`src/rtl/mcs_pkg.sv`:
```
// Package of constants, types and state records for the motor current scale block
package mcs_pkg;
   // ==========================================================
   // Register map
   localparam logic [6:0] ADDR_FUSE_READBACK = 7'h07;
   localparam logic [6:0] ADDR_CURRENT_SCALE_FACTOR = 7'h0b;
   localparam logic [6:0] ADDR_OFFSET_CAL_RESULT = 7'h0c;
   localparam logic [6:0] ADDR_CURRENT_LEVELS = 7'h10;

   // ==========================================================
   // Serial frame layout
   localparam int FRAME_BITS = 40;
   localparam logic [5:0] FRAME_BITS_CNT = 6'h28;
   localparam int ADDR_MSB = 39;
   localparam int ADDR_LSB = 32;
   localparam int WRITE_FLAG_BIT = 7;
   localparam logic [7:0] SPI_STATUS_BYTE = 8'h00;

   // ==========================================================
   // Field positions of current_levels
   localparam int HOLD_LSB = 0;
   localparam int RUN_LSB = 8;
   localparam int DELAY_LSB = 16;

   // ==========================================================
   // Current scale
   localparam logic [8:0] FULL_SCALE = 9'h100;
   localparam logic [7:0] SCALE_RESET = 8'h00;
   localparam logic [4:0] LEVEL_RESET = 5'h00;
   localparam logic [3:0] DELAY_RESET = 4'h0;

   // ==========================================================
   // Fuse bit positions and the defaults they pick
   localparam int FUSE_BLANK_BIT = 7;
   localparam int FUSE_DEADTIME_BIT = 6;
   localparam int FUSE_SHORT_BIT = 5;
   localparam int FUSE_TRIM_MSB = 4;
   localparam logic [7:0] FUSE_TRIM_MASK = 8'h1f;
   localparam logic [7:0] FUSE_BLANK = 8'h00;
   localparam logic [1:0] BLANK_CODE_FUSE0 = 2'h2;
   localparam logic [1:0] BLANK_CODE_FUSE1 = 2'h1;
   localparam logic [3:0] DEADTIME_FUSE0 = 4'h4;
   localparam logic [3:0] DEADTIME_FUSE1 = 4'h2;
   localparam logic [3:0] SHORT_LEVEL_FUSE0 = 4'h6;
   localparam logic [3:0] SHORT_LEVEL_FUSE1 = 4'hc;
   // Arbitrary factory image; real trim differs per part
   localparam logic [7:0] FUSE_FACTORY_DEF = 8'h10;

   // ==========================================================
   // Hold ramp timing
   localparam int RAMP_UNIT_CLKS_DEF = 262144;
   localparam int RAMP_CNT_W = 22;

   typedef enum logic [1:0] {MCS_RUN, MCS_RAMP, MCS_HOLD} mcs_ramp_state_t;

   typedef struct packed {
      logic [7:0] fuse;
      logic [7:0] rd;
   } mcs_fuse_state_t;

   typedef struct packed {
      logic [1:0] blank_time_select;
      logic [3:0] digital_deadtime_clocks;
      logic [3:0] ground_short_threshold;
      logic [3:0] supply_short_threshold;
      logic [4:0] osc_trim;
   } mcs_defaults_t;

   typedef struct packed {
      mcs_ramp_state_t ramp;
      logic sck_prev;
      logic cs_prev;
      logic [5:0] bit_cnt;
      logic [39:0] shin;
      logic [39:0] shout;
      logic sdo;
      logic sdo_oe_n;
      logic [31:0] rdata;
      logic [7:0] scale;
      logic [4:0] hold_current;
      logic [4:0] run_current;
      logic [3:0] hold_ramp_delay;
      logic [4:0] level;
      logic [21:0] ramp_cnt;
      logic load_pending;
      mcs_defaults_t defaults;
      logic [13:0] current_ref;
      logic [8:0] hyst_scale;
      logic coil_freewheel;
      logic coil_short;
   } mcs_state_t;
endpackage

```
`src/rtl/mcs_top.sv`:
```
// Current scale, offset readback, fuse defaults and hold/run current control
// Function
// - Global scale factor multiplies into the per-coil current scaling.
// - Global scale zero acts as full scale, equal to 256.
// - Global scale 32..255 selects value/256 of maximum coil current.
// - Global scale also scales chopper hysteresis; set it first.
// - Offset result is read-only: phase A upper byte, phase B lower byte.
// - Fuse byte supplies power-up defaults for several settings.
// - Fuse bits read 0 blank; programming only sets bits, never clears.
// - Fuse bit 7 picks blank time default: 0 gives %10, 1 gives %01.
// - Fuse bit 6 picks dead-time clocks default: 0 gives 4, 1 gives 2.
// - Fuse bit 5 sets both short thresholds default: 0 gives 6, 1 gives 12.
// - Fuse bits 4..0 give oscillator trim default and stay unaltered.
// - Hold current code 0..31 gives 1/32..32/32 of scaled current.
// - Run current code uses the same 32-step encoding while moving.
// - Quiet mode with hold zero lets standstill be freewheel or shorted coils.
// - Hold ramp delay field sets clocks for smooth reduction to hold.
// - Delay 0 drops instantly; codes 1..15 wait that many 2^18 clocks per step.
// - Reduction starts only after standstill and expired power-down delay.
`timescale 1ns/1ns
module mcs_top #(
   parameter int RAMP_UNIT_CLKS = mcs_pkg::RAMP_UNIT_CLKS_DEF
) (
   input wire logic mclk,
   input wire logic arst_n,
   input wire logic spi_cs_n,
   input wire logic spi_sck,
   input wire logic spi_sdi,
   output logic spi_sdo,
   output logic spi_sdo_oe_n,
   input wire logic [7:0] offset_cal_a,
   input wire logic [7:0] offset_cal_b,
   input wire logic fuse_prog_en,
   input wire logic [7:0] fuse_prog_bits,
   input wire logic standstill,
   input wire logic powerdown_expired,
   input wire logic quiet_pwm_mode,
   input wire logic standstill_short_sel,
   output logic [1:0] blank_time_select,
   output logic [3:0] digital_deadtime_clocks,
   output logic [3:0] ground_short_threshold,
   output logic [3:0] supply_short_threshold,
   output logic [4:0] osc_trim,
   output logic [13:0] current_ref,
   output logic [8:0] hyst_scale,
   output logic coil_freewheel,
   output logic coil_short
);
   // ==========================================================
   // Arithmetic helpers
   function automatic logic [8:0] eff_scale(input logic [7:0] code);
      logic [8:0] r;
      r = {1'b0, code};
      if (code == 8'h00) begin
         r = mcs_pkg::FULL_SCALE;
      end
      return r;
   endfunction

   // Result is in units of 1/8192 of maximum coil current
   function automatic logic [13:0] scaled_ref(input logic [8:0] gs, input logic [4:0] lvl);
      logic [14:0] p;
      p = 15'(gs) * 15'({1'b0, lvl} + 6'h01);
      return p[13:0];
   endfunction

   function automatic logic [1:0] pick2(input logic sel, input logic [1:0] a, input logic [1:0] b);
      return sel ? b : a;
   endfunction

   function automatic logic [3:0] pick4(input logic sel, input logic [3:0] a, input logic [3:0] b);
      return sel ? b : a;
   endfunction

   // ==========================================================
   // Fuse memory
   logic [7:0] fuse_rd;

   mcs_fuse mcs_fuse_i (
      .mclk(mclk),
      .arst_n(arst_n),
      .prog_en(fuse_prog_en),
      .prog_bits(fuse_prog_bits),
      .rd_data(fuse_rd)
   );

   // ==========================================================
   // State
   mcs_pkg::mcs_state_t s_q;
   mcs_pkg::mcs_state_t s_d;

   logic [21:0] step_clks;
   logic [7:0] frame_addr;
   logic [6:0] reg_addr;
   logic [31:0] frame_data;
   logic sck_rise;
   logic sck_fall;
   logic cs_fall;
   logic cs_rise;
   logic [39:0] next_out;

   always_comb begin
      s_d = s_q;
      step_clks = mcs_pkg::RAMP_CNT_W'(int'(s_q.hold_ramp_delay) * RAMP_UNIT_CLKS);
      frame_addr = s_q.shin[mcs_pkg::ADDR_MSB:mcs_pkg::ADDR_LSB];
      reg_addr = frame_addr[6:0];
      frame_data = s_q.shin[31:0];
      sck_rise = !s_q.sck_prev && spi_sck;
      sck_fall = s_q.sck_prev && !spi_sck;
      cs_fall = s_q.cs_prev && !spi_cs_n;
      cs_rise = !s_q.cs_prev && spi_cs_n;
      next_out = {s_q.shout[38:0], 1'b0};

      s_d.sck_prev = spi_sck;
      s_d.cs_prev = spi_cs_n;
      s_d.sdo_oe_n = spi_cs_n;

      // ==========================================================
      // Serial slave: sample on rising clock, shift out on falling clock
      if (cs_fall) begin
         s_d.bit_cnt = 6'h00;
         s_d.shout = {mcs_pkg::SPI_STATUS_BYTE, s_q.rdata};
         s_d.sdo = mcs_pkg::SPI_STATUS_BYTE[7];
      end else if (!spi_cs_n) begin
         if (sck_rise) begin
            s_d.shin = {s_q.shin[38:0], spi_sdi};
            if (s_q.bit_cnt != mcs_pkg::FRAME_BITS_CNT) begin
               s_d.bit_cnt = s_q.bit_cnt + 6'h01;
            end
         end
         // The first fall presents bit 39 again so the master sees it on the first rise
         if (sck_fall) begin
            s_d.shout = next_out;
            s_d.sdo = s_q.shout[mcs_pkg::FRAME_BITS - 1];
         end
      end

      // Only frames of at least 40 bits act; short frames are dropped whole, long frames act on their last 40 bits
      if (cs_rise && s_q.bit_cnt == mcs_pkg::FRAME_BITS_CNT) begin
         if (frame_addr[mcs_pkg::WRITE_FLAG_BIT]) begin
            if (reg_addr == mcs_pkg::ADDR_CURRENT_SCALE_FACTOR) begin
               s_d.scale = frame_data[7:0];
            end else if (reg_addr == mcs_pkg::ADDR_CURRENT_LEVELS) begin
               s_d.hold_current = frame_data[mcs_pkg::HOLD_LSB +: 5];
               s_d.run_current = frame_data[mcs_pkg::RUN_LSB +: 5];
               s_d.hold_ramp_delay = frame_data[mcs_pkg::DELAY_LSB +: 4];
            end
            s_d.rdata = 32'h0000_0000;
         end else begin
            // Write-only and unmapped registers read as zero
            if (reg_addr == mcs_pkg::ADDR_FUSE_READBACK) begin
               s_d.rdata = {24'h00_0000, fuse_rd};
            end else if (reg_addr == mcs_pkg::ADDR_OFFSET_CAL_RESULT) begin
               s_d.rdata = {16'h0000, offset_cal_a, offset_cal_b};
            end else begin
               s_d.rdata = 32'h0000_0000;
            end
         end
      end

      // ==========================================================
      // Power-up defaults taken once from the fuse after reset release
      if (s_q.load_pending) begin
         s_d.load_pending = 1'b0;
         s_d.defaults.blank_time_select = pick2(fuse_rd[mcs_pkg::FUSE_BLANK_BIT],
            mcs_pkg::BLANK_CODE_FUSE0, mcs_pkg::BLANK_CODE_FUSE1);
         s_d.defaults.digital_deadtime_clocks = pick4(fuse_rd[mcs_pkg::FUSE_DEADTIME_BIT],
            mcs_pkg::DEADTIME_FUSE0, mcs_pkg::DEADTIME_FUSE1);
         s_d.defaults.ground_short_threshold = pick4(fuse_rd[mcs_pkg::FUSE_SHORT_BIT],
            mcs_pkg::SHORT_LEVEL_FUSE0, mcs_pkg::SHORT_LEVEL_FUSE1);
         s_d.defaults.supply_short_threshold = pick4(fuse_rd[mcs_pkg::FUSE_SHORT_BIT],
            mcs_pkg::SHORT_LEVEL_FUSE0, mcs_pkg::SHORT_LEVEL_FUSE1);
         s_d.defaults.osc_trim = fuse_rd[mcs_pkg::FUSE_TRIM_MSB:0];
      end

      // ==========================================================
      // Run / hold current sequencing
      case (s_q.ramp)
         mcs_pkg::MCS_RUN: begin
            s_d.level = s_q.run_current;
            s_d.ramp_cnt = '0;
            if (standstill && powerdown_expired) begin
               if (s_q.hold_ramp_delay == 4'h0) begin
                  s_d.level = s_q.hold_current;
                  s_d.ramp = mcs_pkg::MCS_HOLD;
               end else begin
                  s_d.ramp = mcs_pkg::MCS_RAMP;
               end
            end
         end
         mcs_pkg::MCS_RAMP: begin
            if (!standstill) begin
               s_d.level = s_q.run_current;
               s_d.ramp = mcs_pkg::MCS_RUN;
            end else if (s_q.level <= s_q.hold_current || s_q.hold_ramp_delay == 4'h0) begin
               s_d.level = s_q.hold_current;
               s_d.ramp = mcs_pkg::MCS_HOLD;
            end else if (s_q.ramp_cnt + 22'h00_0001 >= step_clks) begin
               s_d.level = s_q.level - 5'h01;
               s_d.ramp_cnt = '0;
            end else begin
               s_d.ramp_cnt = s_q.ramp_cnt + 22'h00_0001;
            end
         end
         mcs_pkg::MCS_HOLD: begin
            s_d.level = s_q.hold_current;
            if (!standstill) begin
               s_d.level = s_q.run_current;
               s_d.ramp = mcs_pkg::MCS_RUN;
            end
         end
         default: begin
            s_d.ramp = mcs_pkg::MCS_RUN;
         end
      endcase

      s_d.current_ref = scaled_ref(eff_scale(s_q.scale), s_q.level);
      s_d.hyst_scale = eff_scale(s_q.scale);

      // Standstill coil handling applies only once the hold level is reached
      s_d.coil_freewheel = 1'b0;
      s_d.coil_short = 1'b0;
      if (quiet_pwm_mode && s_q.hold_current == 5'h00 && s_q.ramp == mcs_pkg::MCS_HOLD) begin
         s_d.coil_freewheel = !standstill_short_sel;
         s_d.coil_short = standstill_short_sel;
      end
   end

   // ==========================================================
   // Registers
   always_ff @(posedge mclk or negedge arst_n) begin
      if (!arst_n) begin
         s_q <= '0;
         s_q.ramp <= mcs_pkg::MCS_RUN;
         s_q.sck_prev <= 1'b1;
         s_q.cs_prev <= 1'b1;
         s_q.sdo_oe_n <= 1'b1;
         s_q.scale <= mcs_pkg::SCALE_RESET;
         s_q.hold_current <= mcs_pkg::LEVEL_RESET;
         s_q.run_current <= mcs_pkg::LEVEL_RESET;
         s_q.hold_ramp_delay <= mcs_pkg::DELAY_RESET;
         s_q.load_pending <= 1'b1;
      end else begin
         s_q <= s_d;
      end
   end

   assign spi_sdo = s_q.sdo;
   assign spi_sdo_oe_n = s_q.sdo_oe_n;
   assign blank_time_select = s_q.defaults.blank_time_select;
   assign digital_deadtime_clocks = s_q.defaults.digital_deadtime_clocks;
   assign ground_short_threshold = s_q.defaults.ground_short_threshold;
   assign supply_short_threshold = s_q.defaults.supply_short_threshold;
   assign osc_trim = s_q.defaults.osc_trim;
   assign current_ref = s_q.current_ref;
   assign hyst_scale = s_q.hyst_scale;
   assign coil_freewheel = s_q.coil_freewheel;
   assign coil_short = s_q.coil_short;
endmodule

```
`src/rtl/mcs_fuse.sv`:
```
// One-time-programmable fuse byte with registered read port
`timescale 1ns/1ns
module mcs_fuse #(
   parameter logic [7:0] FACTORY_IMAGE = mcs_pkg::FUSE_FACTORY_DEF
) (
   input wire logic mclk,
   input wire logic arst_n,
   input wire logic prog_en,
   input wire logic [7:0] prog_bits,
   output logic [7:0] rd_data
);
   mcs_pkg::mcs_fuse_state_t s_q;
   mcs_pkg::mcs_fuse_state_t s_d;

   always_comb begin
      s_d = s_q;
      // Trim bits are locked so that factory tuning survives any programming
      if (prog_en) begin
         s_d.fuse = s_q.fuse | (prog_bits & ~mcs_pkg::FUSE_TRIM_MASK);
      end
      s_d.rd = s_q.fuse;
   end

   // Reset reloads FACTORY_IMAGE, so bits programmed since the last reset are lost
   always_ff @(posedge mclk or negedge arst_n) begin
      if (!arst_n) begin
         s_q <= '{fuse: FACTORY_IMAGE, rd: FACTORY_IMAGE};
      end else begin
         s_q <= s_d;
      end
   end

   assign rd_data = s_q.rd;
endmodule

```
`config.mk`:
```
export PLATFORM = sky130hd
export DESIGN_NAME = mcs_top
export DESIGN_NICKNAME = d
export VERILOG_FILES = /design/src/rtl/mcs_pkg.sv /design/src/rtl/mcs_top.sv /design/src/rtl/mcs_fuse.sv
export SDC_FILE = /design/constraint.sdc
export NUM_CORES = 1
export LEC_CHECK = 0
export BUFFER_PORTS_ARGS = -buffer_cell sky130_fd_sc_hd__buf_2
export CAP_MARGIN = 20
export CORE_UTILIZATION = 35
export CTS_BUF_LIST = sky130_fd_sc_hd__clkbuf_8
export CTS_CLUSTER_SIZE = 12
export DETAILED_ROUTE_END_ITERATION = 6
export PLACE_DENSITY = 0.55
export SYNTH_ARGS = -nofsm -noshare
export SYNTH_HDL_FRONTEND = slang
export SYNTH_SLANG_ARGS = --single-unit
```
`constraint.sdc`:
```
create_clock -name mclk -period 5.6 [get_ports mclk]
set_clock_uncertainty 0.1 [all_clocks]
set_input_delay 1.4 -clock mclk [delete_from_list [all_inputs] [get_ports mclk]]
set_output_delay 1.4 -clock mclk [all_outputs]
set_load 0.01 [all_outputs]
```
==> results.toml, run 1 <==
[floorplan]
fp.coreArea_um2 = 29100
ios = 80
die_x_um = 175
dieArea_um2 = 30600
row_count = 62
start_util_pct = 36.0
die_y_um = 175

[synth]
yosysTopAreaCell = "dfrtp_1"
synthArstFlopShare_pct = 100
yosysUniqueCellTypes = 75
synth_seq_cells = 195
synthTopCellsByArea = "dfrtp_1 46%, mux2_2 6.3%, fa_1 5.3%, ha_1 4.8%, a22o_1 3.3%"
synth_edf_count = 0
synth.avg_cell_area_um2 = 10.9
yosysTopAreaCellShare_pct = 45.9
synthFlopType = "dfrtp_1"
synth_warnings = 0
synthesis.area_um2 = 10500
synthCells = 961
ys_seq_area_share_pct = 46.6

[timing]
fin_crit_sh_pct = 87.4
worstMarginPinSlew_ps = 910
rsz0062_at_grt = "no"
hold_viol_final = 0
min_period_ps = 4900
slew_headroom_pct = 38.8
finalSetupTns_ps = 0
slew_viol_final = 0
fmax_ghz = 0.204
finalSetupViolations = 0

[power]
max-vdd-ir-drop_v = 0.000128
p_sw_share_pct = 32.8
seq_power_share_pct = 49.7
intPower_mw = 2.06
clkPwrFrac_pct = 29.5
power_density_nw_per_um2 = 270
power_switching_mw = 1.01
totalPowerFinal_mw = 3.07
pwr-share-comb_pct = 20.8
p_leak_nw = 5.44

[critical_path]
cp-start-kind = "register"
crit_arrival_ps = 5160
path_max_fanout = 9
r2r_slack_ps = 700
crit_path_end_kind = "register"
worstPathRequired_ps = 5870
path_class = "register to register"

[route]
first_iter_violations = 356
firstDrtPassIters = 5
wl_met3_um = 482
drc = 0
wl_met1_mm = 10.1
via_per_inst = 4.99
wirelength_mm = 20.0
top_layer_used = "met4"
num_vias = 6845
drt-wirelength-per-cell_um = 14.6
met2_length_mm = 9.16
postRouteAntennaNets = 0

[cts]
h-tree-depth = 4
cts_buffers = 17
cts_tree = "done"
clock_path_buffers = 2
cts-root-buf = "clkbuf_8"
cts.clk_slew.worst_paths_ps = 130
clock_sinks = 195
cts_hold_buf = 0
post_cts_buffers = 0
cts-resized-gates = 0
clk_latency_ps = 480

[placed_design]
port_buffers = 66
dp.final_hpwl_mm = 13.7
globalplace.congestion = 0.807

[status]
status = "finished clean"

[global_routing]
antenna_found_initial = 1
grt_max_degree = 90
gr-total-overflow = 0
grtUsageTotal_pct = 13.9
grt_pass1_vias = 6769
grt_pass1_wl_mm = 34.7

[final_layout]
fillers = 2828
final_cell_mix = "192 x dfrtp_1, 88 x nand2_1, 65 x buf_2"
syn_to_final_growth_pct = 8.53
multiInputGateArea_um2 = 4860
finalNetCount = 1077
regArea_um2 = 4880
layout_commonest_cell = "dfrtp_1"
drive_above_1_share_pct = 20.1

[flow_run]
drv_cap = 0

[min_path]
hold_path.class = "register to register"
[cells by family (layout without fill, tap and decap cells)]
kind of cell             after synthesis  count (layout)  share of synthesized area, %
AND/OR/NAND/NOR                      261             261                          13.1
other                                  1              10                        0.0358
multiplexers                          85              85                          8.85
adder cells (fa/ha/maj)               68              68                          10.1
XOR/XNOR                              26              26                          2.17
flip-flops                           195             195                          46.6
buffers and inverters                162             181                          7.54
AO/OA/AOI/OAI                        163             163                          11.5
[state kept, by name (all words and copies together), names as in the netlist]
name                     count
frame_addr                   8
digital_deadtime_clocks      2
supply_short_threshold       3
coil_short                   1
blank_time_select            2
mcs_fuse_i.s_d               3
s_q                         76
frame_data                  32
mcs_fuse_i.rd_data           3
coil_freewheel               1
spi_sdo                      1
spi_sdo_oe_n                 1
next_out                    39
current_ref                 14
hyst_scale                   9
[through the flow]
stage               utilization [%]  cells  area [um2]  setup slack [ps]  hold WS [ps]
global placement               37.7   1339       11000               695           265
global route                   39.1   1373       11400               365           309
floorplan                         -    969       10500               840           255
CTS                            39.1   1371       11400               668           299
finish                         39.1   1373       11400               704           299
detailed placement             37.7   1339       11000               693           270
[power by group through the flow]
stage | clock, mW | sequential [mW] | combinational [mW]
floorplan | 0 | 1.52 | 0.478
global placement | 0 | 1.55 | 0.635
detailed placement | 0 | 1.55 | 0.646
CTS | 0.949 | 1.53 | 0.650
global route | 1.00 | 1.53 | 0.725
finish | 0.905 | 1.52 | 0.639
[area by class of cell]
class | count | share of cell area, %
antenna | 1 | 0.0220
clock buffer | 17 | 2.06
clock inverter | 15 | 1.47
inverter | 63 | 2.08
multi-input combinational | 612 | 42.8
sequential | 195 | 42.9
tap | 384 | 4.23
timing repair buffer | 86 | 4.41
[metal layers]
| layer | global-route usage, % | vias to the layer above |
|---|---|---|
| met5 | 0 | - |
| met3 | 2.57 | 12 |
| met2 | 21.8 | 79 |
| li1 | - | 3352 |
| met4 | 3.77 | 0 |
| met1 | 19.6 | 3402 |
[critical path: stages (launching register included)]
cell,delay [ps]
dfrtp_1,450
ha_1,250
xor2_1,160
buf_4,180
and2_1,180
fa_1,530
inv_1,50
fa_1,460
fa_1,540
inv_1,40
ha_1,320
a21o_1,190
a21oi_1,220
nor2b_1,80
o21a_1,190
o41ai_1,470
o21ai_0,220
xnor2_1,160
[cells in the mapped netlist (4+ instances only)]
| cell | instances |
|---|---|
| a21oi_1 | 19 |
| nand2b_1 | 5 |
| o21ai_0 | 24 |
| and3_1 | 5 |
| xnor2_1 | 15 |
| o211ai_1 | 6 |
| inv_1 | 63 |
| nor4_1 | 8 |
| a31oi_1 | 8 |
| mux2_2 | 59 |
| nand3_1 | 27 |
| a22o_1 | 40 |
| clkbuf_1 | 42 |
| ha_1 | 40 |
| o31ai_1 | 15 |
| xor2_1 | 11 |
| nor2b_1 | 10 |
| nor2_1 | 35 |
| and2_1 | 30 |
| fa_1 | 28 |
| a21o_1 | 5 |
| buf_4 | 45 |
| o22ai_1 | 4 |
| o311ai_0 | 5 |
| buf_2 | 10 |
| nand2_1 | 88 |
| mux2i_1 | 24 |
| dfrtp_1 | 192 |
| nand4_1 | 16 |
| nor3_1 | 6 |
[final timing paths]
| check | startpoint | end | depth (start not counted) |
|---|---|---|---|
| worst min register to register | mcs_fuse_i.s_d[6]$_DFFE_PN0P_ | mcs_fuse_i.rd_data[6]$_DFF_PN0_ | 0 |
| worst max register to register | s_q[67]$_DFFE_PN0P_ | current_ref[13]$_DFF_PN0_ | 17 |
| worst max-delay path | s_q[67]$_DFFE_PN0P_ | current_ref[13]$_DFF_PN0_ | 17 |
| min in group asynchronous | arst_n | current_ref[9]$_DFF_PN0_ | 1 |
| worst min-delay path | mcs_fuse_i.s_d[6]$_DFFE_PN0P_ | mcs_fuse_i.rd_data[6]$_DFF_PN0_ | 0 |
| max in group asynchronous | arst_n | frame_data[6]$_DFFE_PN0P_ | 2 |
Power figures use the tool's default switching activity.
==> inputs of run 2 (changes only) <==
--- a/config.mk
+++ b/config.mk
@@ -10,3 +10,2 @@
 export CORE_UTILIZATION = 35
-export CTS_BUF_LIST = sky130_fd_sc_hd__clkbuf_8
 export CTS_CLUSTER_SIZE = 12
--- a/constraint.sdc
+++ b/constraint.sdc
@@ -4,2 +4,2 @@
 set_output_delay 1.4 -clock mclk [all_outputs]
-set_load 0.01 [all_outputs]
+set_load 0.02 [all_outputs]
==> run 2 against run 1 <==
Sequential cell count unchanged. Cell count unchanged. Setup slack improved by 3.7 ps. Largest power group unchanged. Final area increased by 1.7%. Sequential power about the same. Largest cell class unchanged.
==> results.toml, run 2 (synthesis gave the netlist of run 1 again) <==
[cts]
cts_tree = "done"
clock_path_buffers = 2
cts.clk_slew.worst_paths_ps = 80
clock_sinks = 195
cts-resized-gates = 0
h-tree-depth = 4
post_cts_buffers = 0
cts-root-buf = "clkbuf_16"
clk_latency_ps = 440
cts_hold_buf = 0
cts_buffers = 17

[critical_path]
path_cells = "ha_1 -> xor2_1 -> buf_4 -> and2_1 -> fa_1 -> inv_1 -> fa_1 -> fa_1 -> inv_1 -> ha_1 -> a21o_1 -> a21oi_1 -> nor2b_1 -> o21a_1 -> o41ai_1 -> o21ai_0 -> xnor2_1"
crit_path_end_kind = "register"
cp_slowest_cell = "fa_1"
path_delay_family = "adder cells"
cpPeakStageDelay_ps = 540
crit_arrival_ps = 5110
path_buf_inv = 3
worstPathRequired_ps = 5820
path_max_fanout = 9
cp-start-kind = "register"
path_class = "register to register"
crit_path_frequent_cell = "fa_1"

[route]
firstDrtPassIters = 4
drt-wirelength-per-cell_um = 14.7
first_iter_violations = 364
num_vias = 6885
via_per_inst = 5.01
wirelength_mm = 20.2
drc = 0
postRouteAntennaNets = 0

[status]
status = "finished clean"

[timing]
rsz0062_at_grt = "no"
slew_headroom_pct = 38.8
fmax_ghz = 0.204
fin_crit_sh_pct = 87.4
min_period_ps = 4890
finalSetupViolations = 0
worstMarginPinSlew_ps = 910
hold_viol_final = 0
slew_viol_final = 0
finalSetupTns_ps = 0

[floorplan]
ios = 80
start_util_pct = 36.0
dieArea_um2 = 30600
die_x_um = 175
die_y_um = 175
fp.coreArea_um2 = 29100
row_count = 62

[final_layout]
fillers = 2816
largest_register_ffs = 76
layout_commonest_cell = "dfrtp_1"
final_cell_mix = "192 x dfrtp_1, 88 x nand2_1, 65 x buf_2"
regMostFlops = "s_q"
regArea_um2 = 4880
syn_to_final_growth_pct = 10.4
finalNetCount = 1077
drive_above_1_share_pct = 20.1
final_util_pct = 39.7
multiInputGateArea_um2 = 4860

[power]
p_sw_share_pct = 31.2
clkPwrFrac_pct = 35.7
seq_power_share_pct = 45.1
intPower_mw = 2.33
pwr-share-comb_pct = 19.2
p_leak_nw = 5.53
max-vdd-ir-drop_v = 0.000229
power_density_nw_per_um2 = 292
power_switching_mw = 1.06

[flow_run]
drv_cap = 0

[global_routing]
grt_pass1_vias = 6825
gr-total-overflow = 0
antenna_found_initial = 1
grt_pass1_wl_mm = 34.9
grtUsageTotal_pct = 14.0
grt_max_degree = 90

[placed_design]
globalplace.congestion = 0.807
port_buffers = 66
dp.final_hpwl_mm = 13.7

[min_path]
hold_path.class = "register to register"
## run 2: layout make-up
| class | count | share of cell area, % |
|---|---|---|
| clock inverter | 14 | 1.42 |
| timing repair buffer | 86 | 4.34 |
| clock buffer | 18 | 3.71 |
| antenna | 1 | 0.0216 |
| tap | 384 | 4.16 |
| inverter | 63 | 2.05 |
| multi-input combinational | 612 | 42.1 |
| sequential | 195 | 42.2 |
## run 2: worst paths after layout
check	startpoint	endpoint	slack, ps	depth (start not counted)
max in group asynchronous	arst_n	spi_sdo_oe_n$_DFF_PN1_	3440	2
max	s_q[67]$_DFFE_PN0P_	current_ref[13]$_DFF_PN0_	710	17
min reg2reg	mcs_fuse_i.s_d[6]$_DFFE_PN0P_	mcs_fuse_i.rd_data[6]$_DFF_PN0_	290	0
max reg2reg	s_q[67]$_DFFE_PN0P_	current_ref[13]$_DFF_PN0_	710	17
min in group asynchronous	arst_n	current_ref[9]$_DFF_PN0_	870	1
min	mcs_fuse_i.s_d[6]$_DFFE_PN0P_	mcs_fuse_i.rd_data[6]$_DFF_PN0_	290	0
## run 2: layer usage
layer	GRT usage, %	vias to the layer above	share of wire (%)
met4	3.44	0	1.1
met5	0	-	0
met3	2.70	15	2.9
met2	22.0	90	46
met1	19.7	3421	50
li1	-	3359	-
## run 2: stage by stage
stage	setup WS [ps]	power, mW	cells	cell area (um2)	hold WS (ps)
after floorplan	840	2.01	969	10500	255
after global placement	695	2.20	1339	11000	265
after detailed placement	693	2.21	1339	11000	270
after CTS	672	3.44	1371	11600	290
after global routing	371	3.58	1373	11600	300
final	708	3.38	1373	11600	288
## run 2: power by group through the flow
stage | clock (mW) | sequential, mW | combinational [mW]
floorplan | 0 | 1.52 | 0.491
global placement | 0 | 1.55 | 0.648
detailed placement | 0 | 1.55 | 0.659
CTS | 1.25 | 1.52 | 0.663
global route | 1.30 | 1.53 | 0.738
finish | 1.21 | 1.52 | 0.650
